**src/spi_mem_pkg.sv**
```systemverilog
// Constants, opcodes and states shared by the serial memory command port.
// Assumes a single 100 MHz system clock; the serial clock is only sampled.
package spi_mem_pkg;

	// ****************************************
	// Opcodes, most significant bit first
	// ****************************************
	localparam logic [7:0] OP_PROG       = 8'h02;
	localparam logic [7:0] OP_READ       = 8'h03;
	localparam logic [7:0] OP_FAST_FETCH = 8'h0B;
	localparam logic [7:0] OP_LATCH_CLR  = 8'h04;
	localparam logic [7:0] OP_STATE_READ = 8'h05;
	localparam logic [7:0] OP_LATCH_SET  = 8'h06;
	localparam logic [7:0] OP_PAGE_ERASE = 8'h42;
	localparam logic [7:0] OP_CHIP_ERA_A = 8'h60;
	localparam logic [7:0] OP_CHIP_ERA_B = 8'hC7;
	localparam logic [7:0] OP_SLEEP      = 8'hB9;
	localparam logic [7:0] OP_WAKE       = 8'hAB;

	// ****************************************
	// Status register layout
	// ****************************************
	localparam int         STAT_BUSY_BIT  = 0;
	localparam int         STAT_LATCH_BIT = 1;
	localparam logic [7:0] STAT_RESET     = 8'h00;

	// ****************************************
	// Sizes and reset values
	// ****************************************
	localparam int          ADDR_W       = 13;
	localparam int          DATA_W       = 8;
	localparam int          FIFO_DEPTH   = 16;
	localparam int          SYNC_STAGES  = 3;
	localparam logic [2:0]  BIT_LAST     = 3'h7;
	localparam logic        LATCH_RESET  = 1'b0;

	typedef enum logic [2:0] {
		ST_CMD    = 3'b000,
		ST_ADDR   = 3'b001,
		ST_DUMMY  = 3'b010,
		ST_RDATA  = 3'b011,
		ST_STATUS = 3'b100,
		ST_WDATA  = 3'b101,
		ST_TAIL   = 3'b110,
		ST_IGNORE = 3'b111
	} port_state_t;

endpackage

```
**src/spi_mem_port.sv**
```systemverilog
// Serial command front end of a small nonvolatile memory, plus its FIFO.
// Assumes the array core answers a read request within about 25 clk_sys
// cycles and raises busy_flag while a program or erase cycle runs.
`timescale 1ns/100ps

module spi_mem_fifo #(
	parameter int WIDTH = 8,
	parameter int DEPTH = 16
) (
	// Clock and reset
	input  wire logic             clk_sys,
	input  wire logic             rst_n,
	// Filling side
	input  wire logic [WIDTH-1:0] inData,
	input  wire logic             inValid,
	output logic                  inReady,
	// Draining side
	output logic      [WIDTH-1:0] outData,
	output logic                  outValid,
	input  wire logic             outReady
);
	localparam int PW = $clog2(DEPTH);

	logic [WIDTH-1:0] mem [DEPTH];
	logic [PW-1:0]    wrPtr;
	logic [PW-1:0]    rdPtr;
	logic [PW:0]      count;
	logic             push;
	logic             pop;

	assign inReady  = (count != (PW+1)'(DEPTH));
	assign outValid = (count != '0);
	assign outData  = mem[rdPtr];
	assign push     = inValid & inReady;
	assign pop      = outValid & outReady;

	always_ff @(posedge clk_sys) begin
		if (push) begin
			mem[wrPtr] <= inData;
		end
	end

	always_ff @(posedge clk_sys) begin
		if (!rst_n) begin
			wrPtr <= '0;
			rdPtr <= '0;
			count <= '0;
		end else begin
			if (push) begin
				wrPtr <= (wrPtr == PW'(DEPTH - 1)) ? '0 : wrPtr + 1'b1;
			end
			if (pop) begin
				rdPtr <= (rdPtr == PW'(DEPTH - 1)) ? '0 : rdPtr + 1'b1;
			end
			if (push && !pop) begin
				count <= count + 1'b1;
			end else if (pop && !push) begin
				count <= count - 1'b1;
			end
		end
	end
endmodule

module spi_mem_port import spi_mem_pkg::*; (
	// Clock and reset
	input  wire logic              clk_sys,
	input  wire logic              rst_n,
	// Serial pins
	input  wire logic              selectN,
	input  wire logic              serialClk,
	input  wire logic              serial_in,
	input  wire logic              pauseN,
	output logic                   serial_out,
	output logic                   serialOutEn,
	// Array core read port
	output logic      [ADDR_W-1:0] memAddr,
	output logic                   memRdReq,
	input  wire logic [DATA_W-1:0] memRdData,
	input  wire logic              memRdValid,
	// Array core program and erase control
	output logic                   startProg,
	output logic                   startPageErase,
	output logic                   startChipErase,
	input  wire logic              busy_flag,
	// Program data stream
	output logic      [DATA_W-1:0] progData,
	output logic                   progValid,
	input  wire logic              progReady,
	// Observed state
	output logic                   modify_enable_latch,
	output logic                   sleeping,
	output logic                   progOverrun
);

	// ****************************************
	// Pin synchronisers
	// ****************************************
	logic [SYNC_STAGES-1:0] csSync;
	logic [SYNC_STAGES-1:0] sckSync;
	logic [SYNC_STAGES-1:0] dinSync;
	logic [SYNC_STAGES-1:0] holdSync;
	logic                   csLvl;
	logic                   sckLvl;
	logic                   dinLvl;
	logic                   holdLvl;
	logic                   csPrev;
	logic                   sckPrev;

	// A level only moves once the second and third stages agree
	function automatic logic settle(input logic [SYNC_STAGES-1:0] s,
	                                input logic cur);
		settle = (s[1] == s[2]) ? s[2] : cur;
	endfunction

	always_ff @(posedge clk_sys) begin
		if (!rst_n) begin
			csSync   <= '1;
			sckSync  <= '0;
			dinSync  <= '0;
			holdSync <= '1;
			csLvl    <= 1'b1;
			sckLvl   <= 1'b0;
			dinLvl   <= 1'b0;
			holdLvl  <= 1'b1;
			csPrev   <= 1'b1;
			sckPrev  <= 1'b0;
		end else begin
			csSync   <= {csSync[1:0], selectN};
			sckSync  <= {sckSync[1:0], serialClk};
			dinSync  <= {dinSync[1:0], serial_in};
			holdSync <= {holdSync[1:0], pauseN};
			csLvl    <= settle(csSync, csLvl);
			sckLvl   <= settle(sckSync, sckLvl);
			dinLvl   <= settle(dinSync, dinLvl);
			holdLvl  <= settle(holdSync, holdLvl);
			csPrev   <= csLvl;
			sckPrev  <= sckLvl;
		end
	end

	// ****************************************
	// Edge detection
	// ****************************************
	logic selected;
	logic live;
	logic sckRise;
	logic sckFall;
	logic csRise;

	assign selected = ~csLvl;
	assign live     = selected & holdLvl;
	// Either idle level works since only edges while selected count
	assign sckRise  = live & sckLvl & ~sckPrev;
	assign sckFall  = live & ~sckLvl & sckPrev;
	assign csRise   = csLvl & ~csPrev;

	// ****************************************
	// Receive shifter
	// ****************************************
	logic [7:0] rxShift;
	logic [2:0] bitCnt;
	logic [7:0] rxByte;
	logic       byteDone;

	assign rxByte   = {rxShift[6:0], dinLvl};
	assign byteDone = sckRise & (bitCnt == BIT_LAST);

	always_ff @(posedge clk_sys) begin
		if (!rst_n) begin
			rxShift <= '0;
			bitCnt  <= '0;
		end else if (!selected) begin
			bitCnt <= '0;
		end else if (sckRise) begin
			rxShift <= rxByte;
			bitCnt  <= bitCnt + 1'b1;
		end
	end

	// ****************************************
	// Command sequencer
	// ****************************************
	port_state_t state;
	port_state_t next_state;
	logic [7:0]  opcode;
	logic        addrHigh;
	logic        haveData;
	logic        accepted;

	// Sleep admits only wake; busy admits only status read
	assign accepted = sleeping ? 1'b0 :
	                  (!busy_flag || rxByte == OP_STATE_READ);

	always_comb begin
		next_state = state;
		if (byteDone) begin
			case (state)
				ST_CMD: begin
					if (!accepted) begin
						next_state = ST_IGNORE;
					end else begin
						case (rxByte)
							OP_READ, OP_FAST_FETCH: next_state = ST_ADDR;
							OP_PROG, OP_PAGE_ERASE: begin
								next_state = modify_enable_latch ?
								             ST_ADDR : ST_IGNORE;
							end
							OP_STATE_READ: next_state = ST_STATUS;
							OP_LATCH_CLR, OP_LATCH_SET, OP_CHIP_ERA_A,
							OP_CHIP_ERA_B, OP_SLEEP: next_state = ST_TAIL;
							default: next_state = ST_IGNORE;
						endcase
					end
				end
				ST_ADDR: begin
					if (addrHigh) begin
						case (opcode)
							OP_READ:       next_state = ST_RDATA;
							OP_FAST_FETCH: next_state = ST_DUMMY;
							OP_PROG:       next_state = ST_WDATA;
							default:       next_state = ST_TAIL;
						endcase
					end
				end
				ST_DUMMY: next_state = ST_RDATA;
				default:  next_state = state;
			endcase
		end
	end

	always_ff @(posedge clk_sys) begin
		if (!rst_n) begin
			state    <= ST_CMD;
			opcode   <= '0;
			addrHigh <= 1'b0;
		end else if (!selected) begin
			state    <= ST_CMD;
			addrHigh <= 1'b0;
		end else begin
			state <= next_state;
			if (byteDone && state == ST_CMD) begin
				opcode <= rxByte;
			end
			if (byteDone && state == ST_ADDR) begin
				addrHigh <= 1'b1;
			end
		end
	end

	// ****************************************
	// Address counter and read requests
	// ****************************************
	always_ff @(posedge clk_sys) begin
		if (!rst_n) begin
			memAddr  <= '0;
			memRdReq <= 1'b0;
		end else begin
			memRdReq <= 1'b0;
			if (byteDone && state == ST_ADDR) begin
				if (!addrHigh) begin
					// Upper three address bits are dropped
					memAddr[ADDR_W-1:8] <= rxByte[ADDR_W-9:0];
				end else begin
					memAddr[7:0] <= rxByte;
					memRdReq     <= (opcode == OP_READ) ||
					                (opcode == OP_FAST_FETCH);
				end
			end else if (byteDone && state == ST_RDATA) begin
				memAddr  <= memAddr + 1'b1;
				memRdReq <= 1'b1;
			end
		end
	end

	// ****************************************
	// Transmit shifter
	// ****************************************
	logic [7:0] dataBuf;
	logic [7:0] statusByte;
	logic [7:0] txSrc;
	logic [7:0] txShift;
	logic       loadPend;

	always_comb begin
		statusByte                 = STAT_RESET;
		statusByte[STAT_BUSY_BIT]  = busy_flag;
		statusByte[STAT_LATCH_BIT] = modify_enable_latch;
	end

	assign txSrc = (state == ST_STATUS) ? statusByte : dataBuf;

	always_ff @(posedge clk_sys) begin
		if (!rst_n) begin
			dataBuf <= '0;
		end else if (memRdValid) begin
			dataBuf <= memRdData;
		end
	end

	// The byte is taken at the first falling edge, not at the byte
	// boundary, so the core has half a serial period to answer
	always_ff @(posedge clk_sys) begin
		if (!rst_n) begin
			loadPend   <= 1'b0;
			txShift    <= '0;
			serial_out <= 1'b0;
		end else if (!selected) begin
			loadPend <= 1'b0;
		end else begin
			if (byteDone && (next_state == ST_RDATA ||
			                 next_state == ST_STATUS)) begin
				loadPend <= 1'b1;
			end else if (sckFall) begin
				loadPend <= 1'b0;
			end
			if (sckFall) begin
				if (loadPend) begin
					serial_out <= txSrc[7];
					txShift    <= {txSrc[6:0], 1'b0};
				end else begin
					serial_out <= txShift[7];
					txShift    <= {txShift[6:0], 1'b0};
				end
			end
		end
	end

	assign serialOutEn = live &&
	                     (state == ST_RDATA || state == ST_STATUS);

	// ****************************************
	// Program data path
	// ****************************************
	logic [7:0] pendByte;
	logic       pendValid;
	logic       fifoInReady;

	// Bytes cannot be held back on the wire, so a byte that finds the
	// previous one still waiting marks the whole program as spoiled
	always_ff @(posedge clk_sys) begin
		if (!rst_n) begin
			pendByte    <= '0;
			pendValid   <= 1'b0;
			haveData    <= 1'b0;
			progOverrun <= 1'b0;
		end else begin
			if (byteDone && state == ST_WDATA) begin
				pendByte  <= rxByte;
				pendValid <= 1'b1;
				haveData  <= 1'b1;
				if (pendValid && !fifoInReady) begin
					progOverrun <= 1'b1;
				end
			end else if (fifoInReady) begin
				pendValid <= 1'b0;
			end
			// Only the falling edge of select starts a fresh frame
			if (selected && csPrev) begin
				haveData    <= 1'b0;
				progOverrun <= 1'b0;
			end
		end
	end

	spi_mem_fifo #(
		.WIDTH (DATA_W),
		.DEPTH (FIFO_DEPTH)
	) u_fifo (
		.clk_sys  (clk_sys),
		.rst_n    (rst_n),
		.inData   (pendByte),
		.inValid  (pendValid),
		.inReady  (fifoInReady),
		.outData  (progData),
		.outValid (progValid),
		.outReady (progReady)
	);

	// ****************************************
	// Latch, sleep and execution on deselect
	// ****************************************
	logic wholeBytes;

	assign wholeBytes = csRise && (bitCnt == '0);

	always_ff @(posedge clk_sys) begin
		if (!rst_n) begin
			modify_enable_latch <= LATCH_RESET;
			sleeping            <= 1'b0;
			startProg           <= 1'b0;
			startPageErase      <= 1'b0;
			startChipErase      <= 1'b0;
		end else begin
			startProg      <= 1'b0;
			startPageErase <= 1'b0;
			startChipErase <= 1'b0;
			if (byteDone && state == ST_CMD && sleeping &&
			    rxByte == OP_WAKE) begin
				sleeping <= 1'b0;
			end
			if (wholeBytes && state == ST_TAIL) begin
				case (opcode)
					OP_LATCH_CLR: modify_enable_latch <= 1'b0;
					OP_LATCH_SET: modify_enable_latch <= 1'b1;
					OP_SLEEP: begin
						modify_enable_latch <= 1'b0;
						sleeping            <= 1'b1;
					end
					OP_PAGE_ERASE: begin
						startPageErase      <= modify_enable_latch;
						modify_enable_latch <= 1'b0;
					end
					OP_CHIP_ERA_A, OP_CHIP_ERA_B: begin
						if (modify_enable_latch) begin
							startChipErase      <= 1'b1;
							modify_enable_latch <= 1'b0;
						end
					end
					default: modify_enable_latch <= modify_enable_latch;
				endcase
			end else if (wholeBytes && state == ST_WDATA && haveData &&
			             !progOverrun) begin
				startProg           <= modify_enable_latch;
				modify_enable_latch <= 1'b0;
			end
		end
	end

endmodule

```
**config.mk**
```make
export PLATFORM = sky130hd
export DESIGN_NAME = spi_mem_port
export DESIGN_NICKNAME = d
export VERILOG_FILES = /design/src/spi_mem_pkg.sv /design/src/spi_mem_port.sv
export SDC_FILE = /design/constraint.sdc
export NUM_CORES = 1
export LEC_CHECK = 0
export BUFFER_PORTS_ARGS = -buffer_cell sky130_fd_sc_hd__buf_2
export CAP_MARGIN = 5
export CORE_MARGIN = 2
export CORE_UTILIZATION = 63
export CTS_BUF_LIST = sky130_fd_sc_hd__clkbuf_4 sky130_fd_sc_hd__clkbuf_8
export CTS_CLUSTER_SIZE = 40
export DETAILED_ROUTE_END_ITERATION = 12
export PLACE_DENSITY = 0.82
export SYNTH_ARGS = -nofsm -noshare
export SYNTH_HDL_FRONTEND = slang
export SYNTH_SLANG_ARGS = --single-unit
```
**constraint.sdc**
```tcl
create_clock -name clk_sys -period 3.6 [get_ports clk_sys]
set_clock_uncertainty 0.05 [all_clocks]
set_input_delay 1.08 -clock clk_sys [delete_from_list [all_inputs] [get_ports clk_sys]]
set_output_delay 1.08 -clock clk_sys [all_outputs]
set_load 0.01 [all_outputs]
```
### After elaboration in Yosys (flattened, before gate mapping)

Memory sizes are Yosys's and may differ from the RTL's. A register that Yosys moved wholly into a read port is not among the register bits.
Index checks and enable logic that the tools add are counted.

| word-level totals | value |
|---|---|
| register bits | 101 |
| logic and storage cells | 183 |
| memories | 1 |
| RAM bits | 128 |
| input port bits | 17 |
| output and inout bits | 31 |

| cells by class | value |
|---|---|
| reductions and logical operators | 51 |
| mux-type cells | 37 |
| add/sub/neg operators | 6 |
| eq/ne operators | 39 |
| bitwise logic cells | 15 |

Memory list:

| name | words | bits a word | read ports | clocked after Yosys merged registers in | write ports | RTL line | RTL |
|---|---|---|---|---|---|---|---|
| u_fifo.mem | 16 | 8 | 1 | 1 | 1 | spi_mem_port.sv:24 | `logic [WIDTH-1:0] mem [DEPTH];` |

Operator list:

| operator | number |
|---|---|
| 8-bit by 3-bit equality test with 1-bit output (second input constant) | 5 |
| 8-bit equality test (second input constant) | 5 |
| 8-bit by 2-bit equality test with 1-bit output (second input constant) | 4 |
| 8-bit by 7-bit equality test with 1-bit output (second input constant) | 4 |
| 13-bit two-way mux | 2 |
| 8-bit two-way mux | 3 |
| 3-bit one-hot mux with 3 select lines | 2 |
| 1-bit logical AND | 17 |
| 1-bit two-way mux | 17 |
| 8-bit by 4-bit equality test with 1-bit output (second input constant) | 2 |
| 4-bit two-way mux | 4 |
| 3-bit equality test (second input constant) | 5 |
| 5-bit two-way mux | 3 |
| 2-bit AND reduction | 7 |
| 13-bit by 1-bit adder with 13-bit output (second input constant) | 1 |
| 3-bit two-way mux | 4 |
| 3-bit one-hot mux with 4 select lines | 1 |
| 2-bit nonzero test | 5 |
| 2-bit OR reduction | 5 |
| 5-bit OR reduction | 2 |
| 1-bit bitwise AND | 9 |
| 3-bit by 2-bit equality test with 1-bit output (second input constant) | 3 |
| 4-bit by 1-bit adder with 4-bit output (second input constant) | 2 |
| 4-bit equality test (second input constant) | 2 |
| other kinds (16) | 34 |

### Logic depth before layout (Yosys ltp)

| depth | value |
|---|---|
| depth in word-level cells | 11 |
| depth in mapped cells | 13 |
| depth with buffers taken out | 13 |

### Hierarchy

A second synthesis with hierarchy kept.

| unflattened totals | value |
|---|---|
| cells, all modules | 773 |
| area total of the unflattened synthesis | 9663.0 um^2 |

By module, submodules not included:

| module | area an instance (um^2) | seq. area each (um^2) | times used | cells an instance |
|---|---|---|---|---|
| spi_mem_fifo | 5774.3 | 4184.0 | 1 | 311 |
| spi_mem_port | 3888.7 | 1741.7 | 1 | 462 |

### Worst setup path before layout

OpenSTA, ideal clock, no wires.

| path | value |
|---|---|
| kind | register to output |
| start point | reg (tool-made name) |
| end point | out progData[0] |
| stages on the path, launching flop included | 5 |
| buffers on the path | 2 |
| path slack | 361 ps |
| required time | 2470 ps |
| arrival time | 2109 ps |
| cells stage by stage | dfxtp_1 -> clkbuf_1 -> buf_1 -> mux4_2 -> mux4_2 |

RTL lines:

| element | RTL line | RTL |
|---|---|---|
| end, declared | spi_mem_port.sv:86 | `output logic [DATA_W-1:0] progData,` |

==> reports/qor.csv <==
stage,metric,value,unit
clock_network,htreeDepth,2,
clock_network,insertion_delay,0.53,ns
clock_network,cts.clk_slew.worst_paths,0.06,ns
cells_and_area,design_area,10800,um^2
place,place_ws,0.293,ns
clock_network,cts_resized,0,
synth,async_flop_share,0,
cells_and_area,diodes,0,
clock_network,cts_tree,done,
synth,syn_area,9600,um^2
routing,drt-initial-drc-count,398,
synth,yosysWarnings,0,
pwr,combPwrFrac,0.138,
timing,fin_crit,3.46,ns
cells_and_area,final_cell_mix,"128 x edfxtp_1, 103 x dfxtp_1, 70 x nand2_1",
setup_path,setup.worst_path.start_class,register,
cells_and_area,drive_above_1_share,0.210,
routing,top_layer_used,met4,
clock_network,cts_buffer_depth,3,
floorplan,num_rows,45,
pwr,finalPower,5.86,mW
clock_network,clockRootBuffer,clkbuf_8,
setup_path,worstPathArrival,2.33,ns
synth,syn_inst,759,
clock_network,cts_setup_buffers,0,
floorplan,ios,48,
routing,wirelength,20100,um
cells_and_area,layout_commonest_cell,edfxtp_1,
routing,wire_per_inst,19.6,um
synth,synth.net_count,790,
routing,drc,0,
grt,gr-total-overflow,0,
place,dpl_cell_area,10000,um^2
timing,period_share,0.962,
grt,track_usage,0.254,
clock_network,cts_buffers,36,
grt,first_global_vias,6298,
pwr,p_sw_frac,0.238,
place,hpwl,13400,um
outcome,outcome,completed,
synth,synth_ff_type,edfxtp_1,
place,io_buffer_count,47,
grt,grt_max_degree,33,
timing,rsz0062_at_grt,no,
routing,ant_nets,0,
routing,first_pass_iters,5,
clock_network,holdBufCountCts,0,
timing,hold_violations,0,
floorplan,die_area,16200,um^2
flow_run,cap_violations,0,
routing,route.met3.wl,1380,um
timing,relSlewSlack,0.355,
synth,yosysSeqAreaShare,0.617,
routing,wl_met1,8130,um
timing,setup_viol,0,
floorplan,initial_core_util,0.639,
synth,synth_edf_count,128,
timing,fmax,289,MHz
setup_path,crit_type,reg -> out,
pwr,power_frac_seq,0.487,
pwr,power.internal,4.47,mW
pwr,p_per_area,544,nW/um^2
synth,yosysUniqueCellTypes,65,
setup_path,crit_fanout,32,
setup_path,required,2.47,ns
worst_hold_path,hold_class,reg -> reg,
pwr,power.leakage,3.78,nW
synth,synth_area_per_cell,12.7,um^2
place,place_congestion,0.918,
setup_path,end_kind,output pin,
timing,layout_setup_ws,0.137,ns
cells_and_area,area_growth,12.3,%
routing,dr_total_vias,6251,
synth,ys_ff_latch,232,
pwr,pwr-share-clk,0.376,
pwr,ir_drop,0.000314,V
timing,slew_viol_final,0,
floorplan,die_h,127,um
routing,via_per_inst,6.08,
floorplan,core_area,15000,um^2
timing,worstMarginPinSlew,0.964,ns
grt,antenna_found_initial,0,
cells_and_area,nets,845,
routing,met2_wirelength,10100,um
floorplan,die_w,127,um
clock_network,cts_sinks,232,
grt,grt_pass1_wl,32200,um
pwr,p_switching,1.40,mW
timing,fin_setup_tns,0,ns
timing,hold_ws,0.363,ns
-- final cells by class --
type                       instances  area [um^2]
clock buffer                      53          673
inverter                          22         82.6
sequential                       232         5930
multi-input combinational        461         3440
clock inverter                    11         66.3
tap                              188          235
timing repair buffer              61          365
fill                             964         4250
-- worst max-delay path: stages, from the launching register on --
cell and delay [ns]:
dfxtp_2 0.34, buf_12 0.25, mux4_2 0.58, mux4_2 0.48, buf_2 0.15
-- metal layers --
metal  global-route usage  vias to the layer above
met5                    0                        -
met3               0.0469                       45
met1                0.319                     3029
li1                     -                     2929
met2                0.443                      248
met4               0.0931                        0
-- registers in the layout, indices dropped and copies added, names as in the netlist, 3 cells and up, named ones only --
| register | flops |
|---|---|
| dataBuf | 8 |
| state | 3 |
| u_fifo.rdPtr | 4 |
| u_fifo.mem | 128 |
| holdSync | 3 |
| bitCnt | 3 |
| memAddr | 13 |
| csSync | 3 |
| opcode | 8 |
| pendByte | 8 |
| u_fifo.count | 5 |
| sckSync | 3 |
| dinSync | 3 |
| txShift | 7 |
| rxShift | 7 |
| u_fifo.wrPtr | 4 |
-- per-stage QoR --
stage | cells | util
finish | 1028 | 0.718
global route | 1028 | 0.718
CTS | 1028 | 0.718
detailed placement | 964 | 0.668
global placement | 964 | 0.668
floorplan | 759 | -
-- cell usage after synthesis, types with 11 or more instances --
cell type | instances | area share
a21oi_1 | 54 | 0.028
and2_1 | 14 | 0.0091
clkbuf_1 | 31 | 0.012
dfxtp_1 | 104 | 0.22
edfxtp_1 | 128 | 0.40
ha_1 | 13 | 0.017
inv_1 | 22 | 0.0086
mux2i_1 | 19 | 0.020
mux4_2 | 40 | 0.094
nand2_1 | 70 | 0.027
nand2b_1 | 15 | 0.0098
nand3_1 | 11 | 0.0057
nor2_1 | 68 | 0.027
nor2b_1 | 15 | 0.0098
nor3_1 | 14 | 0.0073
o21ai_0 | 24 | 0.013
-- cells by family after synthesis --
kind of cell / count (synthesis) / share of synthesized area
AO/OA/AOI/OAI: 130 / 0.0870
AND/OR/NAND/NOR: 252 / 0.131
XOR/XNOR: 6 / 0.00547
flip-flops: 232 / 0.617
buffers and inverters: 66 / 0.0270
adder cells (fa/ha/maj): 14 / 0.0190
multiplexers: 59 / 0.114
-- final timing paths --
| kind | to | slack, ns | cells after the start | from |
|---|---|---|---|---|
| setup / recovery | progData[0] | 0.14 | 4 | register |
| hold / removal | csSync[1] | 0.36 | 1 | csSync[0] |
| setup reg to reg | u_fifo.count[4] | 0.42 | 12 | u_fifo.count[0] |
| hold reg to reg | csSync[1] | 0.36 | 1 | csSync[0] |
-- power groups by stage --
stage                     clock network (mW)  registers (mW)  logic (mW)
after detailed placement                   0            2.91       0.816
after CTS                               2.25            2.85       0.823
after global routing                    2.37            2.86       0.882
final                                   2.20            2.85       0.807
after floorplan                            0            2.90       0.631
after global placement                     0            2.90       0.789
(Power assumes the default switching activity.)
